<file path="config.mk">
export PLATFORM = sky130hd
export DESIGN_NAME = tvtrg_top
export DESIGN_NICKNAME = d
export VERILOG_FILES = /design/src/rtl/tvtrg_pkg.sv /design/src/rtl/tvtrg_line_counter.sv /design/src/rtl/tvtrg_top.sv
export SDC_FILE = /design/constraint.sdc
export NUM_CORES = 1
export LEC_CHECK = 0
export ABC_AREA = 0
export CORE_ASPECT_RATIO = 2
export CORE_MARGIN = 4
export CORE_UTILIZATION = 25
export DETAILED_ROUTE_END_ITERATION = 6
export DONT_BUFFER_PORTS = 1
export PLACE_DENSITY_LB_ADDON = 0.3
export SLEW_MARGIN = 20
export SYNTH_ARGS = -nofsm -noshare
export SYNTH_HDL_FRONTEND = slang
export SYNTH_SLANG_ARGS = --single-unit
</file>
<file path="constraint.sdc">
create_clock -name clk -period 11.2 [get_ports clk]
set_input_delay 2.8 -clock clk [delete_from_list [all_inputs] [get_ports clk]]
set_output_delay 2.8 -clock clk [all_outputs]
set_load 0.1 [all_outputs]
</file>
<file path="src/rtl/tvtrg_pkg.sv">
/*
  Package for the television line trigger logic: address map of the paged
  window, register field positions, counter register selects and mode codes.
  Assumes a 16-bit host address bus and 8-bit data bus.
*/
package tvtrg_pkg;

  // ****************************************************************
  // Address map
  // ****************************************************************
  localparam logic [15:0] WIN_LO       = 16'h4000;
  localparam logic [15:0] WIN_HI       = 16'h7fff;
  localparam logic [15:0] ROM_LO       = 16'h4000;
  localparam logic [15:0] ROM_HI       = 16'h5fff;
  localparam logic [15:0] ROM_IMG_LO   = 16'h6000;
  localparam logic [15:0] ROM_IMG_HI   = 16'h7f7f;
  localparam logic [15:0] CTR_LO       = 16'h7f80;
  localparam logic [15:0] CTR_HI       = 16'h7f87;
  localparam logic [15:0] CTR_IMG_LO   = 16'h7f90;
  localparam logic [15:0] CTR_IMG_HI   = 16'h7f97;
  localparam logic [15:0] CTRL_IMG_LO  = 16'h7f88;
  localparam logic [15:0] CTRL_ADDR    = 16'h7f8f;
  localparam logic [15:0] CTRL_IMG2_LO = 16'h7fa8;
  localparam logic [15:0] CTRL_IMG2_HI = 16'h7faf;
  localparam logic [15:0] MODE_IMG_LO  = 16'h7f98;
  localparam logic [15:0] MODE_ADDR    = 16'h7f9f;
  localparam logic [15:0] MODE_IMG2_LO = 16'h7fb8;
  localparam logic [15:0] MODE_IMG2_HI = 16'h7fbf;
  localparam logic [15:0] OPT_IMG_LO   = 16'h7fc0;
  localparam logic [15:0] OPT_ADDR     = 16'h7fff;

  localparam int ROM_AW      = 13;
  localparam int ADDR_BIT14  = 14;
  localparam int ADDR_BIT3   = 3;
  localparam int OPT_EN_BIT  = 5;

  // ****************************************************************
  // Register fields
  // ****************************************************************
  localparam int MODE_ALT_BIT   = 0;
  localparam int MODE_SWAP_BIT  = 1;
  localparam int MODE_LINES_BIT = 2;

  localparam int CTL_LINES_BIT  = 0;
  localparam int CTL_FIRST_HALF_COUPLING_BIT   = 1;
  localparam int CTL_SECOND_HALF_COUPLING_BIT   = 2;
  localparam int CTL_SYNC_TIP_POLARITY_BIT  = 3;
  localparam int CTL_INV_BIT    = 4;
  localparam int CTL_CLAMP_BIT  = 5;
  localparam int CTL_FAST_BIT   = 6;
  localparam int CTL_AUXEN_BIT  = 7;

  localparam logic [7:0] REG_RESET = 8'h00;

  // Counter select: bits 2:1 pick counter, bit 0 picks low/high byte
  localparam logic [1:0] CSEL_C1 = 2'h0;
  localparam logic [1:0] CSEL_C2 = 2'h1;
  localparam logic [1:0] CSEL_C3 = 2'h2;
  localparam logic [1:0] CSEL_ST = 2'h3;

  // Trigger control outputs travel together
  typedef struct packed {
    logic aux_enable;
    logic clamp_fast;
    logic clamp_on;
    logic second_channel_flip;
    logic sync_tip_polarity;
    logic second_half_coupling;
    logic first_half_coupling;
    logic lines_coupling;
  } tvtrg_ctl_t;

  typedef enum logic [1:0] {
    CT_IDLE  = 2'b00,
    CT_WAIT  = 2'b01,
    CT_COUNT = 2'b10,
    CT_DONE  = 2'b11
  } tvtrg_ct_state_t;

endpackage

</file>
<file path="src/rtl/tvtrg_line_counter.sv">
/*
  One single-shot line counter. Counts line clock edges while gated,
  the first gated edge only starts the count. Output goes low one line
  after the count reaches zero. Assumes a one-cycle line_tick pulse.
*/
`timescale 1ns/1ps
`default_nettype none
module tvtrg_line_counter #(
  parameter int W = 16
) (
  input  wire logic         clk,
  input  wire logic         reset,
  input  wire logic         load,
  input  wire logic [W-1:0] load_value,
  input  wire logic         gate,
  input  wire logic         line_tick,
  output logic              out_low,
  output logic [W-1:0]      count
);

  // A one-bit count cannot hold a delay
  if (W < 2) begin : g_bad_w
    $error("counter width too small");
  end

  tvtrg_pkg::tvtrg_ct_state_t st_q, st_d;
  logic [W-1:0] cnt_q, cnt_d;
  logic         gate_q;

  // ****************************************************************
  // Next state
  // ****************************************************************
  always_comb begin
    st_d  = st_q;
    cnt_d = cnt_q;
    case (st_q)
      tvtrg_pkg::CT_IDLE: begin
      end
      // Edge at field start only starts counting
      tvtrg_pkg::CT_WAIT: begin
        if (gate && !gate_q) st_d = tvtrg_pkg::CT_COUNT;
      end
      tvtrg_pkg::CT_COUNT: begin
        if (line_tick) begin
          if (cnt_q == '0) st_d = tvtrg_pkg::CT_DONE;
          else cnt_d = cnt_q - 1'b1;
        end
      end
      tvtrg_pkg::CT_DONE: begin
        if (line_tick) st_d = tvtrg_pkg::CT_IDLE;
      end
      default: st_d = tvtrg_pkg::CT_IDLE;
    endcase
    if (load) begin
      st_d  = tvtrg_pkg::CT_WAIT;
      // Zero delay is not allowed, a load of zero acts as two
      cnt_d = (load_value == '0) ? W'(1) : load_value - 1'b1;
    end
  end

  // ****************************************************************
  // State registers
  // ****************************************************************
  always_ff @(posedge clk or posedge reset) begin
    if (reset) begin
      st_q   <= tvtrg_pkg::CT_IDLE;
      cnt_q  <= '0;
      gate_q <= 1'b0;
    end else begin
      st_q   <= st_d;
      cnt_q  <= cnt_d;
      gate_q <= gate;
    end
  end

  assign out_low = (st_q == tvtrg_pkg::CT_DONE);
  assign count   = cnt_q;

endmodule
`default_nettype wire

</file>
<file path="src/rtl/tvtrg_top.sv">
/*
  Digital section of a television line trigger add-on: paged window
  decode, data buffer and ROM enables, write-only control and mode
  registers, three line counters and the auxiliary trigger generator.
  Assumes host strobes and the line clock are synchronous to clk.
// What this block does
// - Write to top window address latches data bit 5 as option enable.
// - Option enable high selects the window; low deselects the device.
// - Deselected, only option enable register and its mirrors respond.
// - Option enable register decodes from 7fc0 up to 7fff.
// - Trigger control decodes at 7f8f and two mirrors, only when selected.
// - Mode select decodes at 7f9f and two mirror ranges.
// - Counters enabled in their range with address bit three low.
// - ROM data driven for ROM range and its image when selected.
// - Data buffer enabled by valid access, bit 14, option; direction by r/w.
// - Counters 1 and 2 delay from field starts; counter 3 counts lines.
// - Counters 1 and 3 gated by field flag, counter 2 by inverse.
// - Counters 1 and 2 pulse low at the line before the selected one.
// - Field-pulse edge only starts count; no zero delay; low after zero.
// - Holdoff high holds arming and trigger flip-flops reset.
// - Once armed, trigger fires on next line clock rising edge.
// - Every-line mode arms as soon as holdoff falls.
// - Field modes: either counter pulse arms the trigger.
// - Alternating mode: sweep phase passes only one counter to arm.
// - Order swap inverts sweep phase in alternating mode.
// - Field flag high in field one, low in field two.
*/
`timescale 1ns/1ps
`default_nettype none
module tvtrg_top #(
  parameter int CW = 16
) (
  input  wire logic              clk,
  input  wire logic              reset,
  input  wire logic [15:0]       addr,
  input  wire logic [7:0]        wdata,
  input  wire logic              valid_memory_access,
  input  wire logic              host_read_write,
  input  wire logic              line_clock,
  input  wire logic              field_flag,
  input  wire logic              sweep_holdoff,
  input  wire logic              sweep_phase,
  output logic                   buf_enable,
  output logic                   buf_dir_to_host,
  output logic                   rom_enable,
  output logic [12:0]            rom_addr,
  output logic                   ctr_enable,
  output logic [7:0]             ctr_rdata,
  output tvtrg_pkg::tvtrg_ctl_t  ctl,
  output logic                   option_selected,
  output logic                   aux_trigger
);

  // Read back and load registers are two bytes wide
  if (CW < 8 || CW > 16) begin : g_bad_cw
    $error("counter width must be 8 to 16");
  end

  // ****************************************************************
  // Address decode
  // ****************************************************************
  wire in_win  = addr >= tvtrg_pkg::WIN_LO && addr <= tvtrg_pkg::WIN_HI;
  wire opt_hit = addr >= tvtrg_pkg::OPT_IMG_LO && addr <= tvtrg_pkg::OPT_ADDR;
  wire rom_hit = (addr >= tvtrg_pkg::ROM_LO && addr <= tvtrg_pkg::ROM_HI)
              || (addr >= tvtrg_pkg::ROM_IMG_LO && addr <= tvtrg_pkg::ROM_IMG_HI);
  wire ctl_hit = (addr >= tvtrg_pkg::CTRL_IMG_LO && addr <= tvtrg_pkg::CTRL_ADDR)
              || (addr >= tvtrg_pkg::CTRL_IMG2_LO && addr <= tvtrg_pkg::CTRL_IMG2_HI);
  wire mod_hit = (addr >= tvtrg_pkg::MODE_IMG_LO && addr <= tvtrg_pkg::MODE_ADDR)
              || (addr >= tvtrg_pkg::MODE_IMG2_LO && addr <= tvtrg_pkg::MODE_IMG2_HI);
  wire ctr_rng = addr >= tvtrg_pkg::CTR_LO && addr <= tvtrg_pkg::CTR_IMG_HI;
  wire acc     = valid_memory_access && in_win;
  wire wr      = acc && !host_read_write;

  logic       opt_q;
  logic [7:0] ctl_q;
  logic [2:0] mode_q;

  // Everything but the option register waits for selection
  wire sel       = opt_q;
  wire opt_wr    = wr && opt_hit;
  wire ctl_wr    = wr && sel && ctl_hit;
  wire mod_wr    = wr && sel && mod_hit;
  wire ctr_sel   = acc && sel && ctr_rng && !addr[tvtrg_pkg::ADDR_BIT3];
  wire ctr_wr    = ctr_sel && !host_read_write;

  assign buf_enable      = valid_memory_access && addr[tvtrg_pkg::ADDR_BIT14] && sel;
  assign buf_dir_to_host = host_read_write;
  assign rom_enable      = acc && sel && rom_hit && host_read_write;
  assign rom_addr        = addr[tvtrg_pkg::ROM_AW-1:0];
  assign ctr_enable      = ctr_sel;
  assign option_selected = opt_q;
  assign ctl             = ctl_q;

  // ****************************************************************
  // Write-only registers, cleared at reset
  // ****************************************************************
  always_ff @(posedge clk or posedge reset) begin
    if (reset) begin
      opt_q  <= 1'b0;
      ctl_q  <= tvtrg_pkg::REG_RESET;
      mode_q <= 3'h0;
    end else begin
      if (opt_wr) opt_q <= wdata[tvtrg_pkg::OPT_EN_BIT];
      if (ctl_wr) ctl_q <= wdata;
      if (mod_wr) mode_q <= {wdata[tvtrg_pkg::MODE_LINES_BIT],
                             wdata[tvtrg_pkg::MODE_SWAP_BIT],
                             wdata[tvtrg_pkg::MODE_ALT_BIT]};
    end
  end

  wire m_alt   = mode_q[0];
  wire m_swap  = mode_q[1];
  wire m_lines = mode_q[2];

  // ****************************************************************
  // Counter load registers, low and high byte per counter
  // ****************************************************************
  logic [15:0] ld_val_q [3];
  logic [2:0]  load_q;
  wire  [1:0]  csel = addr[2:1];
  logic        line_q;
  wire         line_tick = line_clock && !line_q;
  logic [2:0]  cnt_out_low;
  logic [CW-1:0] cnt_val [3];
  wire  [2:0]  gates = {field_flag, !field_flag, field_flag};

  genvar gi;
  generate
    for (gi = 0; gi < 3; gi++) begin : g_ctr
      // High byte write completes the load value and starts the shot
      always_ff @(posedge clk or posedge reset) begin
        if (reset) begin
          ld_val_q[gi] <= 16'h0000;
          load_q[gi]   <= 1'b0;
        end else begin
          load_q[gi] <= ctr_wr && csel == 2'(gi) && addr[0];
          if (ctr_wr && csel == 2'(gi)) begin
            if (addr[0]) ld_val_q[gi][15:8] <= wdata;
            else ld_val_q[gi][7:0] <= wdata;
          end
        end
      end

      tvtrg_line_counter #(.W(CW)) u_cnt (
        .clk        (clk),
        .reset      (reset),
        .load       (load_q[gi]),
        .load_value (ld_val_q[gi][CW-1:0]),
        .gate       (gates[gi]),
        .line_tick  (line_tick && gates[gi]),
        .out_low    (cnt_out_low[gi]),
        .count      (cnt_val[gi])
      );
    end
  endgenerate

  // ****************************************************************
  // Counter read back, registered
  // ****************************************************************
  logic [15:0] rd_word;
  always_comb begin
    rd_word = 16'h0000;
    case (csel)
      tvtrg_pkg::CSEL_C1: rd_word = 16'(cnt_val[0]);
      tvtrg_pkg::CSEL_C2: rd_word = 16'(cnt_val[1]);
      tvtrg_pkg::CSEL_C3: rd_word = 16'(cnt_val[2]);
      tvtrg_pkg::CSEL_ST: rd_word = {13'h0000, cnt_out_low};
      default:            rd_word = 16'h0000;
    endcase
  end

  always_ff @(posedge clk or posedge reset) begin
    if (reset) begin
      ctr_rdata <= 8'h00;
      line_q    <= 1'b0;
    end else begin
      line_q <= line_clock;
      if (ctr_sel && host_read_write) ctr_rdata <= addr[0] ? rd_word[15:8] : rd_word[7:0];
    end
  end

  // ****************************************************************
  // Mode select and trigger generator
  // ****************************************************************
  // Order swap inverts sweep phase before it picks a field counter
  wire phase   = sweep_phase ^ m_swap;
  wire c1_pass = cnt_out_low[0] && (!m_alt || phase);
  wire c2_pass = cnt_out_low[1] && (!m_alt || !phase);
  wire arm_set = m_lines ? 1'b1 : (c1_pass || c2_pass);

  logic arm_q;
  logic trig_q;
  always_ff @(posedge clk or posedge reset) begin
    if (reset) begin
      arm_q  <= 1'b0;
      trig_q <= 1'b0;
    end else if (sweep_holdoff) begin
      arm_q  <= 1'b0;
      trig_q <= 1'b0;
    end else begin
      if (arm_set) arm_q <= 1'b1;
      if (arm_q && line_tick) trig_q <= 1'b1;
    end
  end

  // Gated by the aux enable so a cleared aux enable bit never fires the sweep
  assign aux_trigger = trig_q && ctl_q[tvtrg_pkg::CTL_AUXEN_BIT];

  // ****************************************************************
  // Checks
  // ****************************************************************
  AST_HOLDOFF: assert property (@(posedge clk) disable iff (reset)
    sweep_holdoff |=> !arm_q && !trig_q) else $error("holdoff did not clear");
  AST_FIRE: assert property (@(posedge clk) disable iff (reset)
    arm_q && line_tick && !sweep_holdoff |=> trig_q) else $error("armed trigger missed");
  AST_LINES: assert property (@(posedge clk) disable iff (reset)
    m_lines && !sweep_holdoff |=> arm_q) else $error("lines mode not armed");
  AST_DESEL: assert property (@(posedge clk) disable iff (reset)
    !opt_q |-> !buf_enable && !rom_enable && !ctr_enable) else $error("deselected access");
  AST_OPTWR: assert property (@(posedge clk) disable iff (reset)
    opt_wr |=> opt_q == $past(wdata[tvtrg_pkg::OPT_EN_BIT])) else $error("option bit not latched");
  AST_CTLWR: assert property (@(posedge clk) disable iff (reset)
    ctl_wr |=> ctl_q == $past(wdata)) else $error("control not written");
  AST_NOARM: assert property (@(posedge clk) disable iff (reset)
    !arm_q |=> !trig_q) else $error("trigger without arming");
  AST_ALT: assert property (@(posedge clk) disable iff (reset)
    m_alt && !m_lines && !phase && !cnt_out_low[1] && !arm_q && !sweep_holdoff
    |=> !arm_q) else $error("alt passed wrong counter");

endmodule
`default_nettype wire

</file>
## Word level (Yosys, flattened, before mapping)

Index checks and enable logic that the tools add are counted.

- Output and inout port bits: 35
- Input bits: 32
- Bits in registers: 130
- Word-level logic and storage cells: 196

- Bitwise gates (word level): 2
- Mux-type cells: 38
- Equal/unequal tests: 27
- $add $sub $neg: 6
- Reduce and logical (&&, ||, !) cells: 83
- Magnitude comparators: 16

Operators by type and width:

| kind | count |
|---|---|
| $mux 16 | 15 |
| $ge 16x15->1 const B | 8 |
| $le 16x15->1 const B | 8 |
| $logic_not 16->1 | 6 |
| $sub 16x1->16 const B | 6 |
| $pmux 16 s4 | 1 |
| $logic_and 1x1->1 | 39 |
| $ne 3x2->1 const B | 9 |
| $mux 2 | 13 |
| $pmux 2 s3 | 3 |
| $eq 2x2->1 const B | 8 |
| $reduce_bool 2->1 | 8 |
| $reduce_and 5->1 | 3 |
| $reduce_and 2->1 | 6 |
| $reduce_bool 4->1 | 3 |
| $ne 3x3->1 const B | 3 |
| $reduce_and 3->1 | 3 |
| $eq 2x1->1 const B | 4 |
| $logic_not 1->1 | 8 |
| $mux 8 | 1 |
| $logic_or 1x1->1 | 6 |
| $ne 2x2->1 const B | 3 |
| $mux 1 | 5 |
| $logic_not 2->1 | 1 |
| other kinds (2) | 2 |

## Logic depth before layout (Yosys ltp)

Gate-level depths: netlist (run 1).

- Depth in word-level cells: 9
- Mapped depth: 9

## Cells and area by module

A second synthesis (run 1) with hierarchy kept.

- Cell total of the unflattened synthesis: 783
- Area total of the unflattened synthesis: 8005.2 um^2

Modules (own cells, without submodules):

| module | cells an instance | times used | seq. area each (um^2) | area an instance (um^2) |
|---|---|---|---|---|
| tvtrg_top | 262 | 1 | 1851.8 | 3478.3 |
| tvtrg_line_counter at g_ctr[0].u_cnt ... | 172 | 2 | 475.5 | 1481.4 |
| tvtrg_line_counter at g_ctr[2].u_cnt | 177 | 1 | 475.5 | 1564.0 |

## Worst setup path before layout (run 1)

No wires, ideal clock.

- Path type: input to output
- From: input port valid_memory_access
- To: output port ctr_enable
- Data arrival time: 4.824 ns
- Stages: 4
- Data required time: 8.400 ns
- Buffers on the path: 0
- Setup slack: 3.576 ns
- Cell sequence: and3_1 nor3b_2 nand3_1 inv_1

- Longest elaborated chain between the ends: 4

RTL lines:

| element | RTL line | RTL |
|---|---|---|
| from (decl) | tvtrg_top.sv:37 | `input wire logic valid_memory_access,` |
| $logic_and 1x1->1 | tvtrg_top.sv:71 | `wire acc = valid_memory_access && in_win;` |
| $logic_and 1x1->1 (3 in a row) | tvtrg_top.sv:83 | `wire ctr_sel = acc && sel && ctr_rng && !addr[tvtrg_pkg::ADDR_BIT3];` |
| to (decl) | tvtrg_top.sv:47 | `output logic ctr_enable,` |

No other way between the ends.

## Final worst setup path (run 1)

Ends and elaborated chain as after synthesis.

==> impl_metrics.tcl, run 1 <==
set metrics [dict create \
    portBuffers 0 \
    switching_share_pct 27.2 \
    ys_seq_area_share_pct 42.5 \
    start_kind "primary input" \
    die_h_um 255 \
    rsz0062_at_grt "no" \
    grt_pass1_vias 5932 \
    slowest_delay_ps 800 \
    fin_util_pct 28.3 \
    tns_ps 0 \
    status "finished, final reports clean" \
    cts_made_buffers 17 \
    path_cells "and3_1 -> nor3b_2 -> nand3_1 -> inv_1" \
    min_period_ps 7760 \
    grt_pass1_wl_um 35400 \
    post_drt_wl_per_cell_um 19.6 \
    synthCells 791 \
    dr.pass1.iters 5 \
    layout.cells.most_common "dfrtp_1" \
    core_area_um2 30200 \
    timing.critical_path.buf_inv 1 \
    die_area_um2 33700 \
    timing.final.hold_violations 0 \
    hpwl_um 17400 \
    ioPinCount 67 \
    worstSkewPairLatency_ps 440 \
    cp_max_fo 5 \
    skew_ps 8.11 \
    p_switching_w 0.000324 \
    worst_slack_ps 3440 \
    multiInputGateArea_um2 4100 \
    drt_iter0_markers 267 \
    remaining_drc_errors 0 \
    area_growth_pct 11.8 \
    crit_family "simple AND/OR/NAND/NOR gates" \
    pwr-share-comb_pct 8.3 \
    clock-sinks 130 \
    hold_class "flip-flop to flip-flop" \
    cts_root_buffer "clkbuf_16" \
    cts_resized 0 \
    layout_common_cells "dfrtp_1 (130), nor2_1 (96), nand2_1 (61)" \
    powerDensity_nw_per_um2 139 \
    track_usage_pct 13.7 \
    ir_drop_mv 0.0944 \
    tightestPinTransition_ps 1050 \
    start_util_pct 25.4 \
    cp_slowest_cell "and3_1" \
    final_design_area_no_fill_um2 8560 \
    synth_ff_type "dfrtp_1" \
    vias 5923 \
    netlist_area_um2 7650 \
    antenna_left 0 \
    report.final.slew_viol_count 0 \
    place.gp.congestion 0.857 \
    max_freq_mhz 129 \
    synth_cell_type_count 71 \
    internal_power_w 0.000867 \
    cap_violations 0 \
    pre_cts_slack_ps 3420 \
    timing.hold.ws_ps 507 \
    min_period_over_period_pct 69.3 \
    synth_edf_count 0 \
    avgViaCountPerCell 5.11 \
    grt_max_degree 73 \
    fillers 3122 \
    max_slew_margin_pct 29.6 \
    ys_ff_latch 130 \
    async_flop_share_pct 100 \
    syn_area_per_cell_um2 9.68 \
    drive_gt1_share_pct 15.9 \
    wirelength_um 22700 \
    syn_nets 829 \
    grt-ovfl-total 0 \
    path_clk_slew_ps 60 \
    finalSetupViolCount 0 \
    power_frac_seq_pct 43.7 \
    pwr-share-clk_pct 48.0 \
    crit_type "primary input to output pin" \
    cp-end-kind "output pin" \
    antenna_found_initial 0 \
    placedInstanceArea_um2 7960 \
    cts_hold_buf 0 \
    arrival_ps 4960 \
    worstPathRequired_ps 8400 \
    yosysWarnings 0 \
    ff_latch_area_um2 3250 \
    antenna_cells 0 \
    htree_num_levels 4 \
    clock_path_buffers 2 \
    nets 815 \
    cts_tree "done" \
    rows 90 \
    die_x_um 132 \
    postCtsSetupBuffers 0 \
    p_leak_nw 3.74 \
]
metal layers:
layer | global-route usage (%) | up-vias | part of all wire [%]
li1 | - | 2835 | -
met1 | 13.6 | 2922 | 36
met2 | 26.7 | 129 | 57
met3 | 2.80 | 37 | 3.6
met4 | 6.28 | 0 | 3.4
met5 | 0 | - | 0
logic make-up (layout without fill, tap and decap cells):
kind of cell	Yosys count	after routing	synth area share, %
AND/OR/NAND/NOR	301	301	20.9
AO/OA/AOI/OAI	160	160	14.2
flip-flops	130	130	42.5
multiplexers	77	77	11.3
buffers and inverters	64	63	4.02
XOR/XNOR	53	53	6.06
adder cells (fa/ha/maj)	6	6	0.981
state kept, by name, summed over array words and instances, names as in the netlist:
signal              flops
g_ctr.u_cnt.count      48
mode_q                  3
arm_q                   1
ld_val_q               48
g_ctr.u_cnt.gate_q      2
ctl                     8
line_q                  1
ctr_rdata               8
trig_q                  1
g_ctr.u_cnt.st_q        6
option_selected         1
load_q                  3
final cells by class:
type / count / share of cell area [%]
clock buffer: 17 / 4.97
timing repair buffer: 7 / 0.614
clock inverter: 15 / 2.02
sequential: 130 / 38.0
inverter: 24 / 1.11
multi-input combinational: 597 / 47.9
tap: 368 / 5.38
tightest hold or removal path: stages, from the launching register on:
cell and delay [ps]:
dfrtp_1 350, a21oi_1 40, nor2_1 70
power groups by stage:
stage               clock network, W  registers (W)  logic (W)
floorplan                          0       0.000516   0.000110
global placement                   0       0.000529  0.0000987
detailed placement                 0       0.000529  0.0000996
CTS                         0.000585       0.000520   0.000100
global route                0.000605       0.000524   0.000113
finish                      0.000571       0.000521  0.0000990
per-stage QoR:
step,total power (W),cells
floorplan,0.000627,791
global placement,0.000628,1126
detailed placement,0.000628,1126
CTS,0.00121,1158
global route,0.00124,1158
finish,0.00119,1158
final timing paths:
check,from,end,slack (ps),cells after the start
hold reg to reg,trig_q$_DFFE_PP0P_,trig_q$_DFFE_PP0P_,510,2
min in group asynchronous,reset,ld_val_q[20]$_DFFE_PP0P_,2280,1
max in group asynchronous,reset,ld_val_q[10]$_DFFE_PP0P_,7500,2
setup / recovery,valid_memory_access,ctr_enable,3440,4
setup reg to reg,option_selected$_DFFE_PP0P_,ctl[7]$_DFFE_PP0P_,7340,5
hold / removal,trig_q$_DFFE_PP0P_,trig_q$_DFFE_PP0P_,510,2
synthesized netlist by cell type (6+ instances only):
| cell type | instances | area, um^2 |
|---|---|---|
| mux2i_1 | 17 | 170 |
| nand2_1 | 61 | 229 |
| nand3b_1 | 7 | 52.6 |
| xor2_1 | 31 | 272 |
| ha_1 | 6 | 75.1 |
| a211oi_1 | 6 | 45.0 |
| a31oi_1 | 14 | 87.6 |
| nor2_1 | 97 | 364 |
| clkbuf_1 | 18 | 67.6 |
| dfrtp_1 | 130 | 3250 |
| xnor2_1 | 22 | 193 |
| nor2b_1 | 9 | 56.3 |
| o21ai_0 | 36 | 180 |
| o21a_1 | 13 | 97.6 |
| and3_1 | 6 | 37.5 |
| inv_1 | 24 | 90.1 |
| mux2_2 | 58 | 653 |
| buf_2 | 6 | 30.0 |
| nor3_1 | 28 | 140 |
| nand4_1 | 10 | 62.6 |
| o22a_1 | 11 | 96.3 |
| o22ai_1 | 20 | 125 |
| nand3_1 | 20 | 100 |
| a21oi_1 | 28 | 140 |
| nor4_1 | 13 | 81.3 |
| buf_4 | 14 | 105 |
(Power assumes the default switching activity.)
==> run 2, diff against run 1 <==
clock period = 8.03 ns   (was 11.2 ns; I/O delays follow)
==> run 2 against run 1 <==
  * Critical path depth did not move
  * Die area did not move
  * Setup slack worse by 820 ps
  * Clock-buffer cell count did not move
  * Clock power increased by 45%
  * Non-clock buffer count grew 1
  * Power grew 42%
  * Via count is 0.64% higher
  * Combinational power grew 37%
  * Critical path type unchanged
  * Largest cell class unchanged
==> impl_metrics.tcl, run 2 (synthesis results as in run 1) <==
set metrics [dict create \
    ioPinCount 67 \
    wirelength_um 22700 \
    cp_max_fo 5 \
    min_period_over_period_pct 67.4 \
    crit_type "primary input to output pin" \
    cts_made_buffers 17 \
    r2r_setup_slack_ps 4960 \
    postCtsSetupBuffers 0 \
    tightestPinTransition_ps 1050 \
    cp-end-kind "output pin" \
    avgViaCountPerCell 5.14 \
    path_cells "and3_1 -> nor3b_2 -> nand3_1 -> inv_1" \
    area_growth_pct 12.2 \
    hpwl_um 17600 \
    p_leak_nw 3.76 \
    top_usage_layer "met2" \
    drive_gt1_share_pct 16.1 \
    pwr-share-clk_pct 49.0 \
    antenna_cells 0 \
    timing.hold.ws_ps 517 \
    ir_drop_mv 0.136 \
    clock_path_buffers 2 \
    cts_hold_buf 0 \
    grt_pass1_vias 6107 \
    die_x_um 132 \
    clock-sinks 130 \
    pwr-share-comb_pct 8.0 \
    hold_depth 2 \
    track_usage_pct 13.7 \
    htree_num_levels 4 \
    grt_pass1_wl_um 35500 \
    powerDensity_nw_per_um2 198 \
    tns_ps 0 \
    multiInputGateArea_um2 4100 \
    r2r_end "ld_val_q[10]$_DFFE_PP0P_" \
    die_h_um 255 \
    place.gp.congestion 0.845 \
    slowest_delay_ps 680 \
    start_kind "primary input" \
    arrival_ps 3400 \
    timing.final.hold_violations 0 \
    grt_max_degree 79 \
    skew_ps 7.33 \
    post_drt_wl_per_cell_um 19.6 \
    switching_share_pct 26.9 \
    rsz0062_at_grt "no" \
    p_switching_w 0.000456 \
    antenna_left 0 \
    vias 5961 \
    portBuffers 0 \
    nets 816 \
    rows 90 \
    min_from "arm_q$_DFFE_PP0P_" \
    fin_util_pct 28.4 \
    antenna_found_initial 0 \
    ff_latch_area_um2 3250 \
    cp_slowest_cell "inv_1" \
    status "finished, final reports clean" \
    grt-ovfl-total 0 \
    layout_common_cells "dfrtp_1 (130), nor2_1 (96), nand2_1 (61)" \
    cts_root_buffer "clkbuf_16" \
    max_slew_margin_pct 29.6 \
    finalSetupViolCount 0 \
    ff2ff_path_depth 5 \
    report.final.slew_viol_count 0 \
    max_freq_mhz 185 \
    remaining_drc_errors 0 \
    dr.pass1.iters 4 \
    power_frac_seq_pct 43.0 \
    die_area_um2 33700 \
    drt_iter0_markers 228 \
    cap_violations 0 \
    layout.cells.most_common "dfrtp_1" \
    cts_tree "done" \
    worstSkewPairLatency_ps 440 \
    use_met3_pct 2.70 \
    use_met2_pct 26.5 \
    cts_resized 0 \
    fillers 3180 \
    internal_power_w 0.00124 \
    use_met1_pct 13.5 \
    holdPathEnd "arm_q$_DFFE_PP0P_" \
    r2r-start "option_selected$_DFFE_PP0P_" \
    min_period_ps 5410 \
    worstPathRequired_ps 6020 \
    core_area_um2 30200 \
    start_util_pct 25.4 \
    path_clk_slew_ps 60 \
    hold_class "flip-flop to flip-flop" \
]
==> run 2: worst max-delay path: cells and delay by family <==
kind / cells / cell delay [ps]
buffers and inverters: 1 / 680
and+or+nand+nor: 3 / 710
==> run 2: metrics by stage <==
stage	power, W	worst slack, ps	instances	cell area [um^2]
6_report	0.00170	2620	1159	8590
4_1_cts	0.00172	2570	1159	8590
2_1_floorplan	0.000874	1990	791	7650
3_5_place_dp	0.000878	2570	1127	7970
3_3_place_gp	0.000875	2610	1127	7970
5_1_grt	0.00176	2460	1159	8590
==> run 2: routing by layer <==
metal | share of wire [%] | vias up
met1 | 36 | 2956
met5 | 0 | -
met2 | 56 | 109
met4 | 4.7 | 0
li1 | - | 2837
met3 | 3.3 | 59
==> run 2: area by class of cell <==
| type | count | share of cell area [%] |
|---|---|---|
| tap | 368 | 5.36 |
| inverter | 24 | 1.11 |
| timing repair buffer | 8 | 0.700 |
| clock buffer | 17 | 4.95 |
| multi-input combinational | 597 | 47.7 |
| clock inverter | 15 | 2.27 |
| sequential | 130 | 37.9 |
==> run 2: worst max path at each step <==
stage / from / end / slack [ps] / depth (start not counted)
after global routing: valid_memory_access / ctr_enable / 2460 / 4
after global placement: addr[7] / ctr_enable / 2610 / 4
after floorplan: valid_memory_access / ctr_enable / 1990 / 4
final: valid_memory_access / ctr_enable / 2620 / 4
after detailed placement: addr[7] / ctr_enable / 2570 / 4
after CTS: addr[7] / ctr_enable / 2570 / 4
==> run 2: power groups by stage <==
stage          Sequential [W]  Clock [W]  Combinational, W
2_1_floorplan        0.000720          0          0.000154
3_3_place_gp         0.000739          0          0.000136
3_5_place_dp         0.000740          0          0.000137
4_1_cts              0.000728   0.000852          0.000138
5_1_grt              0.000733   0.000867          0.000155
6_report             0.000730   0.000830          0.000136
